## src/jfp_consts.vh

```
// Constants for the test-port flash programming front end: opcodes, TAP state
// codes, register widths, key and timing counts. Definitions only.
// Assumes it is included by bare name from every design file that needs it.
// How it works
// - Port works only with enable fuse programmed and disable bit clear.
// - Disable bit set and external reset low: bit clears two chip clocks later; here four after the pin, two spent in the synchroniser.
// - All shift registers shift least significant bit first, in and out.
// - Instruction register is four bits, sixteen possible opcodes.
// - Run-Test/Idle makes internal clocks and also serves as an idle state.
// - Opcode 0xc selects one-bit reset register; TAP controller is never reset by it.
// - A one in the reset register holds chip reset at once, unlatched.
// - After the reset register clears, reset stays for the fuse-chosen time-out.
// - Opcode 0x4 selects the sixteen-bit key register shifted in Shift-DR.
// - On Update-DR the key is compared; exact match enters programming mode.
// - Key register clears on power-on reset; programmer clears it on leaving.
// - Opcode 0x5 selects the fifteen-bit command register.
// - Capture-DR loads prior command result; Shift-DR sends it out, new command in.
// - Update-DR applies command to flash; each tck spent in Run-Test/Idle gives one clock.
// - Opcode 0x6 selects eight-bit byte register, low bits of command register.
// - Page load Update-DR copies byte to holding register, writes buffer quickly.
// - Page load updates alternate low then high, starting low after opcode.
// - Page load increments counter before each low write except the first.
// - Opcode 0x7 captures flash bytes, alternating low then high, starting low.
// - Page read increments counter after every high-byte capture, first included.
`ifndef JFP_CONSTS_VH
`define JFP_CONSTS_VH

`define JFP_IR_W          4
`define JFP_IR_CAPTURE    4'h1
`define JFP_IR_DEFAULT    4'hf
`define JFP_OP_RESET      4'hc
`define JFP_OP_UNLOCK     4'h4
`define JFP_OP_COMMAND    4'h5
`define JFP_OP_PAGELOAD   4'h6
`define JFP_OP_PAGEREAD   4'h7
`define JFP_KEY_W         16
`define JFP_KEY           16'ha370
`define JFP_CMD_W         15
`define JFP_BYTE_W        8
`define JFP_DIS_CLR_CYC   2
`define JFP_CNT_W         20

`define JFP_S_TLR         4'h0
`define JFP_S_RTI         4'h1
`define JFP_S_SEL_DR      4'h2
`define JFP_S_CAP_DR      4'h3
`define JFP_S_SHIFT_DR    4'h4
`define JFP_S_EXIT1_DR    4'h5
`define JFP_S_PAUSE_DR    4'h6
`define JFP_S_EXIT2_DR    4'h7
`define JFP_S_UPD_DR      4'h8
`define JFP_S_SEL_IR      4'h9
`define JFP_S_CAP_IR      4'ha
`define JFP_S_SHIFT_IR    4'hb
`define JFP_S_EXIT1_IR    4'hc
`define JFP_S_PAUSE_IR    4'hd
`define JFP_S_EXIT2_IR    4'he
`define JFP_S_UPD_IR      4'hf

`endif

```

## src/jfp_port.v

```verilog
// Test-port flash programming front end: oversampled TAP controller, the
// instruction register and the reset, key, command and byte data registers.
// Assumes clk is much faster than tck; tck, tms, tdi and the external reset
// pin are asynchronous and are synchronised here. Flash and page buffer are
// outside; they take the pulses below and answer on the same clock.
`timescale 1ns/100ps
`include "jfp_consts.vh"
module jfp_port
(
  input  wire                  clk,
  input  wire                  rst,
  input  wire                  tck,
  input  wire                  tms,
  input  wire                  tdi,
  output wire                  tdo,
  output wire                  tdo_oe,
  input  wire                  ext_reset_n,
  input  wire                  test_port_enable_fuse,
  input  wire [`JFP_CNT_W-1:0] timeout_cycles,
  input  wire                  disable_wr,
  input  wire                  disable_wdata,
  output wire                  test_port_disable_bit,
  output wire                  chip_reset,
  output wire                  prog_mode,
  output wire [`JFP_CMD_W-1:0] flash_cmd,
  output wire                  flash_cmd_load,
  output wire                  flash_exec,
  input  wire [`JFP_CMD_W-1:0] flash_result,
  output wire                  pbuf_wr,
  output wire                  pbuf_hi,
  output wire [7:0]            pbuf_data,
  output wire                  pc_inc,
  input  wire [15:0]           flash_word
);

  wire [3:0] pin_s;
  wire       tck_s;
  wire       tms_s;
  wire       tdi_s;
  wire       ext_reset_n_s;
  wire       port_on;
  wire       tck_rise;
  wire       tck_fall;

  reg                  tck_d_reg;
  reg [3:0]            state_reg;
  reg [3:0]            state_next;
  reg [`JFP_IR_W-1:0]  ir_reg;
  reg [`JFP_IR_W-1:0]  ir_sr_reg;
  reg                  rst_chain_reg;
  reg                  bypass_reg;
  reg [`JFP_KEY_W-1:0] key_sr_reg;
  reg [`JFP_CMD_W-1:0] cmd_sr_reg;
  reg                  unlocked_reg;
  reg [`JFP_CMD_W-1:0] flash_cmd_reg;
  reg                  flash_cmd_load_reg;
  reg                  flash_exec_reg;
  reg [7:0]            hold_reg;
  reg                  hold_pend_reg;
  reg                  load_hi_reg;
  reg                  load_first_reg;
  reg                  read_hi_reg;
  reg                  pbuf_wr_reg;
  reg                  pbuf_hi_reg;
  reg [7:0]            pbuf_data_reg;
  reg                  pc_inc_reg;
  reg                  tdo_reg;

  // Opcode test shared by capture, shift and update decoding
  function is_op;
    input [`JFP_IR_W-1:0] ir;
    input [`JFP_IR_W-1:0] op;
    begin
      is_op = (ir == op);
    end
  endfunction

  // All pins pass two flip-flops before any logic looks at them
  jfp_sync #(.W(4)) u_sync
  (
    .clk (clk),
    .rst (rst),
    .d   ({ext_reset_n, tdi, tms, tck}),
    .q   (pin_s)
  );

  assign tck_s         = pin_s[0];
  assign tms_s         = pin_s[1];
  assign tdi_s         = pin_s[2];
  assign ext_reset_n_s = pin_s[3];

  jfp_rst_ctl u_rst_ctl
  (
    .clk                   (clk),
    .rst                   (rst),
    .reset_chain           (rst_chain_reg),
    .ext_reset_n_s         (ext_reset_n_s),
    .timeout_cycles        (timeout_cycles),
    .disable_wr            (disable_wr),
    .disable_wdata         (disable_wdata),
    .chip_reset            (chip_reset),
    .test_port_disable_bit (test_port_disable_bit)
  );

  // Port usable only with the fuse programmed and the disable bit clear
  assign port_on = test_port_enable_fuse & ~test_port_disable_bit;

  // Edge finder works on the second synchroniser stage only
  always @(posedge clk or posedge rst)
  begin
    if (rst)
      tck_d_reg <= 1'b0;
    else
      tck_d_reg <= tck_s;
  end

  assign tck_rise = tck_s & ~tck_d_reg;
  assign tck_fall = ~tck_s & tck_d_reg;

  // TAP controller next state from the sampled mode select
  always @*
  begin
    case (state_reg)
      `JFP_S_TLR:      state_next = tms_s ? `JFP_S_TLR      : `JFP_S_RTI;
      `JFP_S_RTI:      state_next = tms_s ? `JFP_S_SEL_DR   : `JFP_S_RTI;
      `JFP_S_SEL_DR:   state_next = tms_s ? `JFP_S_SEL_IR   : `JFP_S_CAP_DR;
      `JFP_S_CAP_DR:   state_next = tms_s ? `JFP_S_EXIT1_DR : `JFP_S_SHIFT_DR;
      `JFP_S_SHIFT_DR: state_next = tms_s ? `JFP_S_EXIT1_DR : `JFP_S_SHIFT_DR;
      `JFP_S_EXIT1_DR: state_next = tms_s ? `JFP_S_UPD_DR   : `JFP_S_PAUSE_DR;
      `JFP_S_PAUSE_DR: state_next = tms_s ? `JFP_S_EXIT2_DR : `JFP_S_PAUSE_DR;
      `JFP_S_EXIT2_DR: state_next = tms_s ? `JFP_S_UPD_DR   : `JFP_S_SHIFT_DR;
      `JFP_S_UPD_DR:   state_next = tms_s ? `JFP_S_SEL_DR   : `JFP_S_RTI;
      `JFP_S_SEL_IR:   state_next = tms_s ? `JFP_S_TLR      : `JFP_S_CAP_IR;
      `JFP_S_CAP_IR:   state_next = tms_s ? `JFP_S_EXIT1_IR : `JFP_S_SHIFT_IR;
      `JFP_S_SHIFT_IR: state_next = tms_s ? `JFP_S_EXIT1_IR : `JFP_S_SHIFT_IR;
      `JFP_S_EXIT1_IR: state_next = tms_s ? `JFP_S_UPD_IR   : `JFP_S_PAUSE_IR;
      `JFP_S_PAUSE_IR: state_next = tms_s ? `JFP_S_EXIT2_IR : `JFP_S_PAUSE_IR;
      `JFP_S_EXIT2_IR: state_next = tms_s ? `JFP_S_UPD_IR   : `JFP_S_SHIFT_IR;
      `JFP_S_UPD_IR:   state_next = tms_s ? `JFP_S_SEL_DR   : `JFP_S_RTI;
      default:         state_next = `JFP_S_TLR;
    endcase
  end

  // Controller is held in Test-Logic-Reset while the port is off; the reset
  // instruction never touches it, only the pins and rst do
  always @(posedge clk or posedge rst)
  begin
    if (rst)
      state_reg <= `JFP_S_TLR;
    else if (!port_on)
      state_reg <= `JFP_S_TLR;
    else if (tck_rise)
      state_reg <= state_next;
  end

  // Instruction register: capture, shift lsb first, update
  always @(posedge clk or posedge rst)
  begin
    if (rst)
    begin
      ir_reg    <= `JFP_IR_DEFAULT;
      ir_sr_reg <= {`JFP_IR_W{1'b0}};
    end
    else if (state_reg == `JFP_S_TLR)
      ir_reg <= `JFP_IR_DEFAULT;
    else if (tck_rise)
    begin
      case (state_reg)
        `JFP_S_CAP_IR:   ir_sr_reg <= `JFP_IR_CAPTURE;
        `JFP_S_SHIFT_IR: ir_sr_reg <= {tdi_s, ir_sr_reg[`JFP_IR_W-1:1]};
        `JFP_S_UPD_IR:   ir_reg    <= ir_sr_reg;
        default:         ir_sr_reg <= ir_sr_reg;
      endcase
    end
  end

  // Reset chain and bypass bit; the chain keeps its value when the TAP resets
  always @(posedge clk or posedge rst)
  begin
    if (rst)
    begin
      rst_chain_reg <= 1'b0;
      bypass_reg    <= 1'b0;
    end
    else if (tck_rise && state_reg == `JFP_S_SHIFT_DR)
    begin
      if (is_op(ir_reg, `JFP_OP_RESET))
        rst_chain_reg <= tdi_s;
      bypass_reg <= tdi_s;
    end
  end

  // Key register: power-on clear, lsb-first shift, compare on update
  always @(posedge clk or posedge rst)
  begin
    if (rst)
    begin
      key_sr_reg   <= {`JFP_KEY_W{1'b0}};
      unlocked_reg <= 1'b0;
    end
    else if (tck_rise && is_op(ir_reg, `JFP_OP_UNLOCK))
    begin
      if (state_reg == `JFP_S_SHIFT_DR)
        key_sr_reg <= {tdi_s, key_sr_reg[`JFP_KEY_W-1:1]};
      else if (state_reg == `JFP_S_UPD_DR)
        unlocked_reg <= (key_sr_reg == `JFP_KEY);
    end
  end

  assign prog_mode = unlocked_reg;

  // Command register; its low byte doubles as the byte register for 0x6/0x7
  always @(posedge clk or posedge rst)
  begin
    if (rst)
      cmd_sr_reg <= {`JFP_CMD_W{1'b0}};
    else if (tck_rise && unlocked_reg)
    begin
      if (is_op(ir_reg, `JFP_OP_COMMAND))
      begin
        if (state_reg == `JFP_S_CAP_DR)
          cmd_sr_reg <= flash_result;
        else if (state_reg == `JFP_S_SHIFT_DR)
          cmd_sr_reg <= {tdi_s, cmd_sr_reg[`JFP_CMD_W-1:1]};
      end
      else if (is_op(ir_reg, `JFP_OP_PAGELOAD) || is_op(ir_reg, `JFP_OP_PAGEREAD))
      begin
        if (state_reg == `JFP_S_CAP_DR && is_op(ir_reg, `JFP_OP_PAGEREAD))
          cmd_sr_reg[7:0] <= read_hi_reg ? flash_word[15:8] : flash_word[7:0];
        else if (state_reg == `JFP_S_SHIFT_DR)
          cmd_sr_reg[7:0] <= {tdi_s, cmd_sr_reg[7:1]};
      end
    end
  end

  // Command apply on Update-DR and one execute clock per tck spent in Run-Test/Idle
  always @(posedge clk or posedge rst)
  begin
    if (rst)
    begin
      flash_cmd_reg      <= {`JFP_CMD_W{1'b0}};
      flash_cmd_load_reg <= 1'b0;
      flash_exec_reg     <= 1'b0;
    end
    else
    begin
      flash_cmd_load_reg <= 1'b0;
      flash_exec_reg     <= 1'b0;
      if (tck_rise && unlocked_reg && is_op(ir_reg, `JFP_OP_COMMAND))
      begin
        if (state_reg == `JFP_S_UPD_DR)
        begin
          flash_cmd_reg      <= cmd_sr_reg;
          flash_cmd_load_reg <= 1'b1;
        end
        else if (state_reg == `JFP_S_RTI)
          flash_exec_reg <= 1'b1;
      end
    end
  end

  // Page load and page read sequencing; toggles restart when the
  // instruction is updated, so a new opcode always begins on the low byte
  always @(posedge clk or posedge rst)
  begin
    if (rst)
    begin
      hold_reg       <= 8'h00;
      hold_pend_reg  <= 1'b0;
      load_hi_reg    <= 1'b0;
      load_first_reg <= 1'b1;
      read_hi_reg    <= 1'b0;
      pbuf_wr_reg    <= 1'b0;
      pbuf_hi_reg    <= 1'b0;
      pbuf_data_reg  <= 8'h00;
      pc_inc_reg     <= 1'b0;
    end
    else
    begin
      pbuf_wr_reg   <= 1'b0;
      pc_inc_reg    <= 1'b0;
      hold_pend_reg <= 1'b0;
      // Buffer write follows the copy by one chip clock, far inside 11 TCK
      if (hold_pend_reg)
      begin
        pbuf_wr_reg   <= 1'b1;
        pbuf_hi_reg   <= load_hi_reg;
        pbuf_data_reg <= hold_reg;
        load_hi_reg   <= ~load_hi_reg;
      end
      if (tck_rise && state_reg == `JFP_S_UPD_IR)
      begin
        load_hi_reg    <= 1'b0;
        load_first_reg <= 1'b1;
        read_hi_reg    <= 1'b0;
      end
      else if (tck_rise && unlocked_reg && state_reg == `JFP_S_UPD_DR &&
               is_op(ir_reg, `JFP_OP_PAGELOAD))
      begin
        hold_reg       <= cmd_sr_reg[7:0];
        hold_pend_reg  <= 1'b1;
        load_first_reg <= 1'b0;
        if (!load_hi_reg && !load_first_reg)
          pc_inc_reg <= 1'b1;
      end
      else if (tck_rise && unlocked_reg && state_reg == `JFP_S_CAP_DR &&
               is_op(ir_reg, `JFP_OP_PAGEREAD))
      begin
        read_hi_reg <= ~read_hi_reg;
        if (read_hi_reg)
          pc_inc_reg <= 1'b1;
      end
    end
  end

  // Output bit changes on the falling test clock, lsb of the selected path
  always @(posedge clk or posedge rst)
  begin
    if (rst)
      tdo_reg <= 1'b0;
    else if (tck_fall)
    begin
      if (state_reg == `JFP_S_SHIFT_IR)
        tdo_reg <= ir_sr_reg[0];
      else if (state_reg == `JFP_S_SHIFT_DR)
      begin
        case (ir_reg)
          `JFP_OP_RESET:    tdo_reg <= rst_chain_reg;
          `JFP_OP_UNLOCK:   tdo_reg <= key_sr_reg[0];
          `JFP_OP_COMMAND:  tdo_reg <= cmd_sr_reg[0];
          `JFP_OP_PAGELOAD: tdo_reg <= cmd_sr_reg[0];
          `JFP_OP_PAGEREAD: tdo_reg <= cmd_sr_reg[0];
          default:          tdo_reg <= bypass_reg;
        endcase
      end
    end
  end

  // Driven only while shifting, as a tri-state test output should be
  assign tdo_oe = port_on &&
                  (state_reg == `JFP_S_SHIFT_DR || state_reg == `JFP_S_SHIFT_IR);
  assign tdo    = tdo_reg;

  assign flash_cmd      = flash_cmd_reg;
  assign flash_cmd_load = flash_cmd_load_reg;
  assign flash_exec     = flash_exec_reg;
  assign pbuf_wr        = pbuf_wr_reg;
  assign pbuf_hi        = pbuf_hi_reg;
  assign pbuf_data      = pbuf_data_reg;
  assign pc_inc         = pc_inc_reg;

endmodule

```

## src/jfp_sync.v

```verilog
// Two-flip-flop synchroniser for a group of independent level inputs.
// Assumes each bit is a slow level or clock; no word coherence is implied.
`timescale 1ns/100ps
module jfp_sync
#(
  parameter W = 1
)
(
  input  wire         clk,
  input  wire         rst,
  input  wire [W-1:0] d,
  output wire [W-1:0] q
);

  reg [W-1:0] meta_reg;
  reg [W-1:0] sync_reg;

  // First stage feeds only the second stage
  always @(posedge clk or posedge rst)
  begin
    if (rst)
    begin
      meta_reg <= {W{1'b0}};
      sync_reg <= {W{1'b0}};
    end
    else
    begin
      meta_reg <= d;
      sync_reg <= meta_reg;
    end
  end

  assign q = sync_reg;

endmodule

```

## src/jfp_rst_ctl.v

```verilog
// Chip reset generation and test-port disable bit for the programming port.
// Assumes ext_reset_n_s is already synchronised and timeout comes from fuses.
`timescale 1ns/100ps
`include "jfp_consts.vh"
module jfp_rst_ctl
(
  input  wire                  clk,
  input  wire                  rst,
  input  wire                  reset_chain,
  input  wire                  ext_reset_n_s,
  input  wire [`JFP_CNT_W-1:0] timeout_cycles,
  input  wire                  disable_wr,
  input  wire                  disable_wdata,
  output wire                  chip_reset,
  output wire                  test_port_disable_bit
);

  reg [`JFP_CNT_W-1:0] tmo_reg;
  reg [1:0]            dis_cnt_reg;
  reg                  dis_reg;
  wire                 reset_cause;

  // Chain output is used unlatched so reset follows it at once
  assign reset_cause = reset_chain | ~ext_reset_n_s;
  assign chip_reset  = reset_cause | (tmo_reg != {`JFP_CNT_W{1'b0}});

  // Time-out restarts while any cause is present and runs down after it
  always @(posedge clk or posedge rst)
  begin
    if (rst)
      tmo_reg <= {`JFP_CNT_W{1'b0}};
    else if (reset_cause)
      tmo_reg <= timeout_cycles;
    else if (tmo_reg != {`JFP_CNT_W{1'b0}})
      tmo_reg <= tmo_reg - 1'b1;
  end

  // External reset low clears a set disable bit after two chip clocks
  always @(posedge clk or posedge rst)
  begin
    if (rst)
    begin
      dis_reg     <= 1'b0;
      dis_cnt_reg <= 2'h0;
    end
    else if (dis_reg && !ext_reset_n_s)
    begin
      if (dis_cnt_reg == 2'h1)
      begin
        dis_reg     <= 1'b0;
        dis_cnt_reg <= 2'h0;
      end
      else
        dis_cnt_reg <= dis_cnt_reg + 2'h1;
    end
    else
    begin
      dis_cnt_reg <= 2'h0;
      if (disable_wr)
        dis_reg <= disable_wdata;
    end
  end

  assign test_port_disable_bit = dis_reg;

endmodule

```

## config.mk

```make
export PLATFORM = sky130hd
export DESIGN_NAME = jfp_port
export DESIGN_NICKNAME = d
export VERILOG_FILES = /design/src/jfp_port.v /design/src/jfp_sync.v /design/src/jfp_rst_ctl.v
export VERILOG_INCLUDE_DIRS = /design/src
export SDC_FILE = /design/constraint.sdc
export NUM_CORES = 1
export LEC_CHECK = 0
export BUFFER_PORTS_ARGS = -buffer_cell sky130_fd_sc_hd__buf_2
export CORE_MARGIN = 8
export CORE_UTILIZATION = 51
export CTS_CLUSTER_DIAMETER = 50
export DETAILED_ROUTE_END_ITERATION = 8
export PLACE_DENSITY = 0.73
export SLEW_MARGIN = 20
export SYNTH_ARGS = -nofsm -noshare
export SYNTH_HDL_FRONTEND = slang
export SYNTH_SLANG_ARGS = --single-unit
```

## constraint.sdc

```tcl
create_clock -name clk -period 8.7 [get_ports clk]
set_clock_uncertainty 0.1 [all_clocks]
set_input_delay 1.305 -clock clk [delete_from_list [all_inputs] [get_ports clk]]
set_output_delay 1.305 -clock clk [all_outputs]
set_load 0.02 [all_outputs]
```

# [Word level (Yosys, flattened, before mapping)]
# Cells that the tools add are included.
[totals] reg_bits=119 out_inout_bits=33 wordCells=174
[classes] n_addsub=2 eq_ne=26 mux=56 n_bitwise=14 reduce_logical=48
[op_table] op="$pmux 4 s12" n=1
[op_table] op="$mux 20" n=2
[op_table] op="$mux 8" n=5
[op_table] op="$eq 4x4->1 const B" n=9
[op_table] op="$mux 4" n=9
[op_table] op="$eq 4x3->1 const B" n=8
[op_table] op="$mux 15" n=2
[op_table] op="$mux 1" n=28
[op_table] op="$reduce_bool 2->1" n=11
[op_table] op="$reduce_bool 20->1" n=1
[op_table] op="$sub 20x1->20 const B" n=1
[op_table] op="$eq 16x16->1 const B" n=1
[op_table] op="$reduce_and 2->1" n=8
[op_table] op="$logic_and 1x1->1" n=13
[op_table] op="$mux 2" n=5
[op_table] op="$not 1->1" n=9
[op_table] op="$reduce_and 3->1" n=3
[op_table] op="$eq 4x2->1 const B" n=2
[op_table] op="$pmux 4 s2" n=1
[op_table] op="$mux 3" n=2
[op_table] op="$reduce_or 3->1" n=2
[op_table] op="$eq 4x1->1 const B" n=1
[op_table] op="$logic_not 4->1" n=1
[op_table] op="$ne 2x2->1 const B" n=2
[op_table] op="12 further kinds" n=19

# [Depth between registers and ports, before layout]
# Gate-level depths: netlist (run 1).
[logic_depth] ltp_word=8 depth_mapped=8

# [Hierarchy]
# Synthesis (run 1) repeated with hierarchy kept, for this count alone.
[hier_totals] hier_cells=515 area_unflattened_um2=5896.9
[modules_own_cells] module="jfp_port" n_inst=1 cells_per_inst=360 area_per_inst_um2=4350.4
[modules_own_cells] module="jfp_rst_ctl" n_inst=1 cells_per_inst=146 area_per_inst_um2=1342.5
[modules_own_cells] module="jfp_sync" n_inst=1 cells_per_inst=9 area_per_inst_um2=203.9

# [Worst setup path before layout (run 1)]
# Ideal clock, no wire load.
[synth_path] path_kind="in2out" startpoint="in test_port_enable_fuse" endpoint="out tdo_oe" arrival_time_ns=1.711 slack_ns=5.584 path_stages=2 path_buffers=0 path_cell_list="nand2b_1 nor2_1"
[synth_via] elab_chain_cells=2
[synth_lines] element="start, declared" line="jfp_port.v:18" source="input wire test_port_enable_fuse,"
[synth_lines] element="$and 1x1->1" line="jfp_port.v:106" source="assign port_on = test_port_enable_fuse & ~test_port_disable_bit;"
[synth_lines] element="$logic_and 1x1->1" line="jfp_port.v:340" source="assign tdo_oe = port_on &&"
[synth_lines] element="end, declared" line="jfp_port.v:16" source="output wire tdo_oe,"
# No other way between the ends.

# [Final worst setup path (run 1)]
[layout_path] startpoint="reg u_rst_ctl.tmo_reg[5]" endpoint="out chip_reset"
[layout_via] elab_chain_cells=2
[layout_lines] element="start, declared" line="jfp_rst_ctl.v:18" source="reg [`JFP_CNT_W-1:0] tmo_reg;"
[layout_lines] element="start signal, assigned" line="jfp_rst_ctl.v:31" source="tmo_reg <= {`JFP_CNT_W{1'b0}};"
[layout_lines] element="start signal, assigned" line="jfp_rst_ctl.v:33" source="tmo_reg <= timeout_cycles;"
[layout_lines] element="start signal, assigned" line="jfp_rst_ctl.v:35" source="tmo_reg <= tmo_reg - 1'b1;"
[layout_lines] element="$reduce_bool 20->1" line="jfp_rst_ctl.v:25" source="assign chip_reset = reset_cause | (tmo_reg != {`JFP_CNT_W{1'b0}});"
[layout_lines] element="$or 1x1->1" line="jfp_rst_ctl.v:25"
[layout_lines] element="end, declared" line="jfp_port.v:23" source="output wire chip_reset,"
# No other way between the ends.

==> results of run 1 <==
-- path summary, 6_finish.rpt --
path | start | slack [ns] | cells past startpoint | endpoint
worst max-delay path | u_rst_ctl.tmo_reg[5] | 4.86 | 4 | chip_reset
worst min-delay path | u_sync.meta_reg[3] | 0.24 | 0 | u_sync.q[3]
worst max register to register | u_sync.q[0] | 5.92 | 4 | hold_reg[0]
worst min register to register | u_sync.meta_reg[3] | 0.24 | 0 | u_sync.q[3]
max in group asynchronous | rst | 6.72 | 3 | cmd_sr_reg[11]
min in group asynchronous | rst | 0.69 | 2 | u_rst_ctl.tmo_reg[7]
-- Yosys cell counts (all sizes together), types with 6 or more instances --
master | count | share of area (%)
nand2b | 6 | 0.67
a21oi | 44 | 4.0
nand3 | 14 | 1.3
xnor2 | 6 | 0.94
o21ai | 22 | 2.0
inv | 11 | 0.74
xor2 | 7 | 1.1
dfrtp | 114 | 51
nor2b | 8 | 0.90
mux2 | 50 | 10
nand2 | 37 | 2.5
nor4 | 12 | 1.7
nor3 | 7 | 0.63
nor2 | 52 | 3.5
a211oi | 10 | 1.3
mux2i | 21 | 3.8
clkbuf | 24 | 1.6
-- logic make-up after synthesis --
| logic type | count (synthesis) |
|---|---|
| muxes | 71 |
| buffers and inverters | 40 |
| and+or+nand+nor | 177 |
| xor gates and xnor gates | 13 |
| DFF | 119 |
| adders and majority gates | 2 |
| AOI/OAI and AO/OA | 97 |
-- power breakdown --
| group | total, mW | switching (mW) | internal [mW] |
|---|---|---|---|
| logic | 0.0699 | 0.0407 | 0.0293 |
| clock network | 0.686 | 0.232 | 0.455 |
| registers | 0.582 | 0.0147 | 0.567 |
| total | 1.34 | 0.287 | 1.05 |
-- critical path, stage by stage, from the launching register on --
cell	delay, ns
dfrtp_1	0.40
or4_4	0.59
nor4_2	0.43
nand3_1	0.26
buf_2	0.23
-- through the flow --
step	area, sq um	std cells	worst slack [ns]	utilization [%]
after detailed placement	6130	726	5.40	57.0
after CTS	6710	756	4.85	62.5
after global routing	6730	756	4.79	62.6
final	6730	756	4.86	62.6
after floorplan	5570	519	4.15	-
after global placement	6130	726	5.40	57.0
-- per-layer routing --
metal | up-vias | track usage, % | wire length (microns)
li1 | 2027 | - | -
met1 | 2060 | 22.5 | 5370
met2 | 97 | 29.0 | 6200
met3 | 21 | 5.50 | 633
met4 | 0 | 6.71 | 197
met5 | - | 0 | 0
-- final cells by class --
type	count	area, sq um
clock buffers	22	463
clock inverters	8	121
fillers	862	4020
inverters	11	43.8
multi-input cells	360	2450
flip-flops and latches	119	2980
well taps	140	175
repair buffers	96	494
==> summary.md, run 1 <==
| Metric | Value |
|---|---|
| Xor/xnor cell area share of the yosys netlist | `2.04%` |
| Final #Nets | `667` |
| Largest register FFs | `20` |
| Congestion Overflow GR | `0` |
| Number of global-route vias before repair | `4225` |
| Commonest non-fill, non-tap cell in the layout | `dfrtp_1` |
| #FFs+latches synth | `119` |
| MaxCap Viol Count | `0` |
| # diodes | `0` |
| DRT iter0 DRCs | `314` |
| Hold Slack | `0.237 ns` |
| I/O pins | `93` |
| Tightest Pin Transition | `0.962 ns` |
| Synth Instances | `519` |
| Post_cts resized | `0` |
| Core ar. | `0.0107 sq mm` |
| Vias | `4205` |
| Critical Path Sink Type | `primary output` |
| Die area | `0.0145 sq mm` |
| Post-route DRC violation count | `0` |
| Synth unique cells | `56` |
| CTS tree | `built` |
| Skew-Pair Late Insertion Delay | `0.52 ns` |
| Die height | `120 microns` |
| Row cnt | `38` |
| Mapped Area | `0.00557 sq mm` |
| Maximum VDD drop | `0.152 mV` |
| Post-Syn Nets | `581` |
| Drt total wl | `12.4 mm` |
| Most frequent cells in the layout | `dfrtp_1, buf_2, nor2_1, a21oi_1, mux2_2` |
| Prevailing post-synth register cell | `dfrtp_1` |
| CTS root buf | `clkbuf_8` |
| Multiplexer area fraction after synthesis | `13.9%` |
| Number of flops mapped to enable cells by yosys | `0` |
| Worst EP arrival | `2.43 ns` |
| DRT antenna net count | `0` |
| Outcome | `complete, no violations` |
| Cts hold-fix bufs | `0` |
| Synth async-reset ratio | `100%` |
| CP startpoint kind | `flop` |
| Worst min-delay path class | `reg -> reg` |
| Endpoints failing setup | `0` |
| Total Routing Usage GR | `18.0%` |
| Total Power | `1.34 mW` |
| Worst-path fanout max | `7` |
| Lkg Pwr | `3.10 nW` |
| Adder and majority gate portion of the synthesized area | `0.449%` |
| Num CTS Buffers | `17` |
| Crit share post-route | `44.1%` |
| Final setup TNS | `0 ns` |
| RSZ-0062 raised after global routing | `no` |
| Compound-Gate Fraction of Synth Area | `10.3%` |
| Pin count of the biggest net entering global routing | `88` |
| Mean Syn Cell Area | `10.7 sq um` |
| Final Critical Period | `3.84 ns` |
| Setup bufs post-CTS | `0` |
| Clock-pin slew on the worst setup and hold paths | `0.06 ns` |
| Chip width | `120 microns` |
| Hold Vio Cnt, Final | `0` |
| Initial core utilization | `51.8%` |
| Max Slew Vio Count | `0` |
| Via-per-instance ratio | `5.56` |
| Crit Path Category | `reg -> out` |
| Layout cells sized above 1 | `30.0%` |
| Largest family of logic cells by synthesized area | `simple AND/OR/NAND/NOR gates` |
| Slew headroom | `35.7%` |
| Clock sinks | `119` |
| Avg WL per Cell | `16.4 microns` |
| Synth Area in Simple Gates | `16.9%` |
| DP HPWL | `8.61 mm` |
| Initial antenna violation count | `0` |
| I/O Buffers | `92` |
| Area Overhead vs Synth | `20.8%` |
| Clock buffer depth | `2` |
| WP data required | `7.30 ns` |
| FMAX | `260 MHz` |
| H-tree depth | `4` |
| Global-route wire length before repair | `21.0 mm` |
| Yosys Warn Count | `0` |
| DR pass1 iterations | `4` |
| Sequential-to-total area share from yosys stat | `53.6%` |
| Gpl congestion | `0.878` |
| Power per cell area | `199 mW/mm^2` |
Power figures use the tool's default switching activity.
==> run 2: changes to the inputs <==
clock period = 3.8 ns   (was 8.7 ns; I/O delays follow)
==> run 2 against run 1 <==
  * Die area stayed put
  * Core utilization is 0.42 points lower
  * Final area down 0.67%
  * Sequential share of layout area up 0.30 points
  * Power grew 120%
  * Wire length is 2.9% lower
  * Critical path depth is the same
  * Global-route usage fell by 0.77 points
  * Combinational power increased by 130%
  * Flip-flop and latch count unchanged
  * First-iteration DRC count is 24% higher
  * Critical path type unchanged
  * Critical endpoint unchanged
  * Largest power group unchanged
==> summary.md, run 2 (synthesized netlist as in run 1, its figures left out) <==
| Metric | Value |
|---|---|
| Outcome | `complete, no violations` |
| Crit Path Category | `reg -> out` |
| Most frequent cells in the layout | `dfrtp_1, buf_2, nor2_1, a21oi_1, mux2_2` |
| Clock buffer depth | `2` |
| Layout cells sized above 1 | `29.7%` |
| Global-route wire length before repair | `20.1 mm` |
| DP HPWL | `8.37 mm` |
| H-tree depth | `4` |
| Drt total wl | `12.0 mm` |
| Final #Nets | `669` |
| Initial antenna violation count | `0` |
| Slew headroom | `47.0%` |
| Fill cells | `896` |
| Via-per-instance ratio | `5.51` |
| Congestion Overflow GR | `0` |
| Area Overhead vs Synth | `20.0%` |
| Max Slew Vio Count | `0` |
| Final setup TNS | `0 ns` |
| CTS root buf | `clkbuf_8` |
| Die area | `0.0145 sq mm` |
| Pin count of the biggest net entering global routing | `120` |
| Inst Count DP | `728` |
| Chip width | `120 microns` |
| DRT iter0 DRCs | `388` |
| # diodes | `0` |
| I/O pins | `93` |
| CTS tree | `built` |
| MaxCap Viol Count | `0` |
| Die height | `120 microns` |
| Row cnt | `38` |
| Setup bufs post-CTS | `0` |
| Worst-path fanout max | `7` |
| Vias | `4187` |
| Fin cells | `760` |
| Lkg Pwr | `3.08 nW` |
| Maximum VDD drop | `0.319 mV` |
| Total Routing Usage GR | `17.3%` |
| Hold Vio Cnt, Final | `0` |
| Post-route DRC violation count | `0` |
| Number of global-route vias before repair | `4161` |
| I/O Buffers | `92` |
| Footprint of the multi-input gates | `0.00244 sq mm` |
| Skew-Pair Late Insertion Delay | `0.52 ns` |
| Power per cell area | `435 mW/mm^2` |
| Critical Path Sink Type | `primary output` |
| DR pass1 iterations | `5` |
| Initial core utilization | `51.8%` |
| Core ar. | `0.0107 sq mm` |
| Final Critical Period | `3.04 ns` |
| FMAX | `328 MHz` |
| Cts hold-fix bufs | `0` |
| Gpl congestion | `0.875` |
| Largest register FFs | `20` |
| Crit share post-route | `80.1%` |
| WP data required | `3.13 ns` |
| DRT antenna net count | `0` |
| CP startpoint kind | `flop` |
| Commonest non-fill, non-tap cell in the layout | `dfrtp_1` |
| FF/Latch Area | `0.00298 sq mm` |
| Post_cts resized | `0` |
| Worst EP arrival | `2.37 ns` |
| Num CTS Buffers | `17` |
| Endpoints failing setup | `0` |
| Worst min-delay path class | `in -> reg` |
| Clock-pin slew on the worst setup and hold paths | `0.05 ns` |
| Tightest Pin Transition | `0.795 ns` |
| RSZ-0062 raised after global routing | `no` |
| Avg WL per Cell | `15.8 microns` |
| Clock sinks | `119` |
run 2: critical path, cell delays in order, from the launching register on:
cell	delay (ns)
dfrtp_1	0.41
or4_4	0.57
nor4_2	0.42
nand3_1	0.23
buf_2	0.22
run 2: layout make-up:
type / count / area share, %
tap: 140 / 2.62
sequential: 119 / 44.7
multi-input combinational: 360 / 36.5
clock buffer: 26 / 7.00
timing repair buffer: 98 / 7.75
clock inverter: 6 / 0.824
inverter: 11 / 0.674
run 2: metrics by stage:
step	area [sq um]	setup slack [ns]	utilization, %	power, mW	hold WS [ns]
after global routing	6680	0.533	62.2	3.02	0.0272
after CTS	6680	0.714	62.2	2.94	0.0267
final	6680	0.755	62.2	2.91	0.0564
after floorplan	5570	1.43	-	1.45	0.231
after detailed placement	6160	1.19	57.3	1.52	0.238
after global placement	6160	1.28	57.3	1.51	0.232
run 2: worst paths after layout:
path | startpoint | endpoint | slack [ns] | cells past startpoint
setup reg to reg | ir_reg[0] | flash_cmd[1] | 1.26 | 4
setup / recovery | u_rst_ctl.tmo_reg[4] | chip_reset | 0.76 | 4
hold reg to reg | u_sync.meta_reg[3] | u_sync.q[3] | 0.24 | 0
max in group asynchronous | rst | tck_d_reg | 3.02 | 3
min in group asynchronous | rst | u_rst_ctl.tmo_reg[16] | 0.13 | 3
hold / removal | tms | u_sync.meta_reg[1] | 0.06 | 1
run 2: metal layers:
layer | vias to the layer above | GRT usage, % | routed length (microns)
met5 | - | 0 | 0
met2 | 98 | 27.1 | 5910
li1 | 2040 | - | -
met3 | 12 | 5.78 | 649
met1 | 2037 | 22.0 | 5320
met4 | 0 | 6.09 | 165
run 2: power breakdown:
group	switching, mW	internal [mW]
combinational	0.0923	0.0689
sequential	0.0336	1.30
clock	0.519	0.894
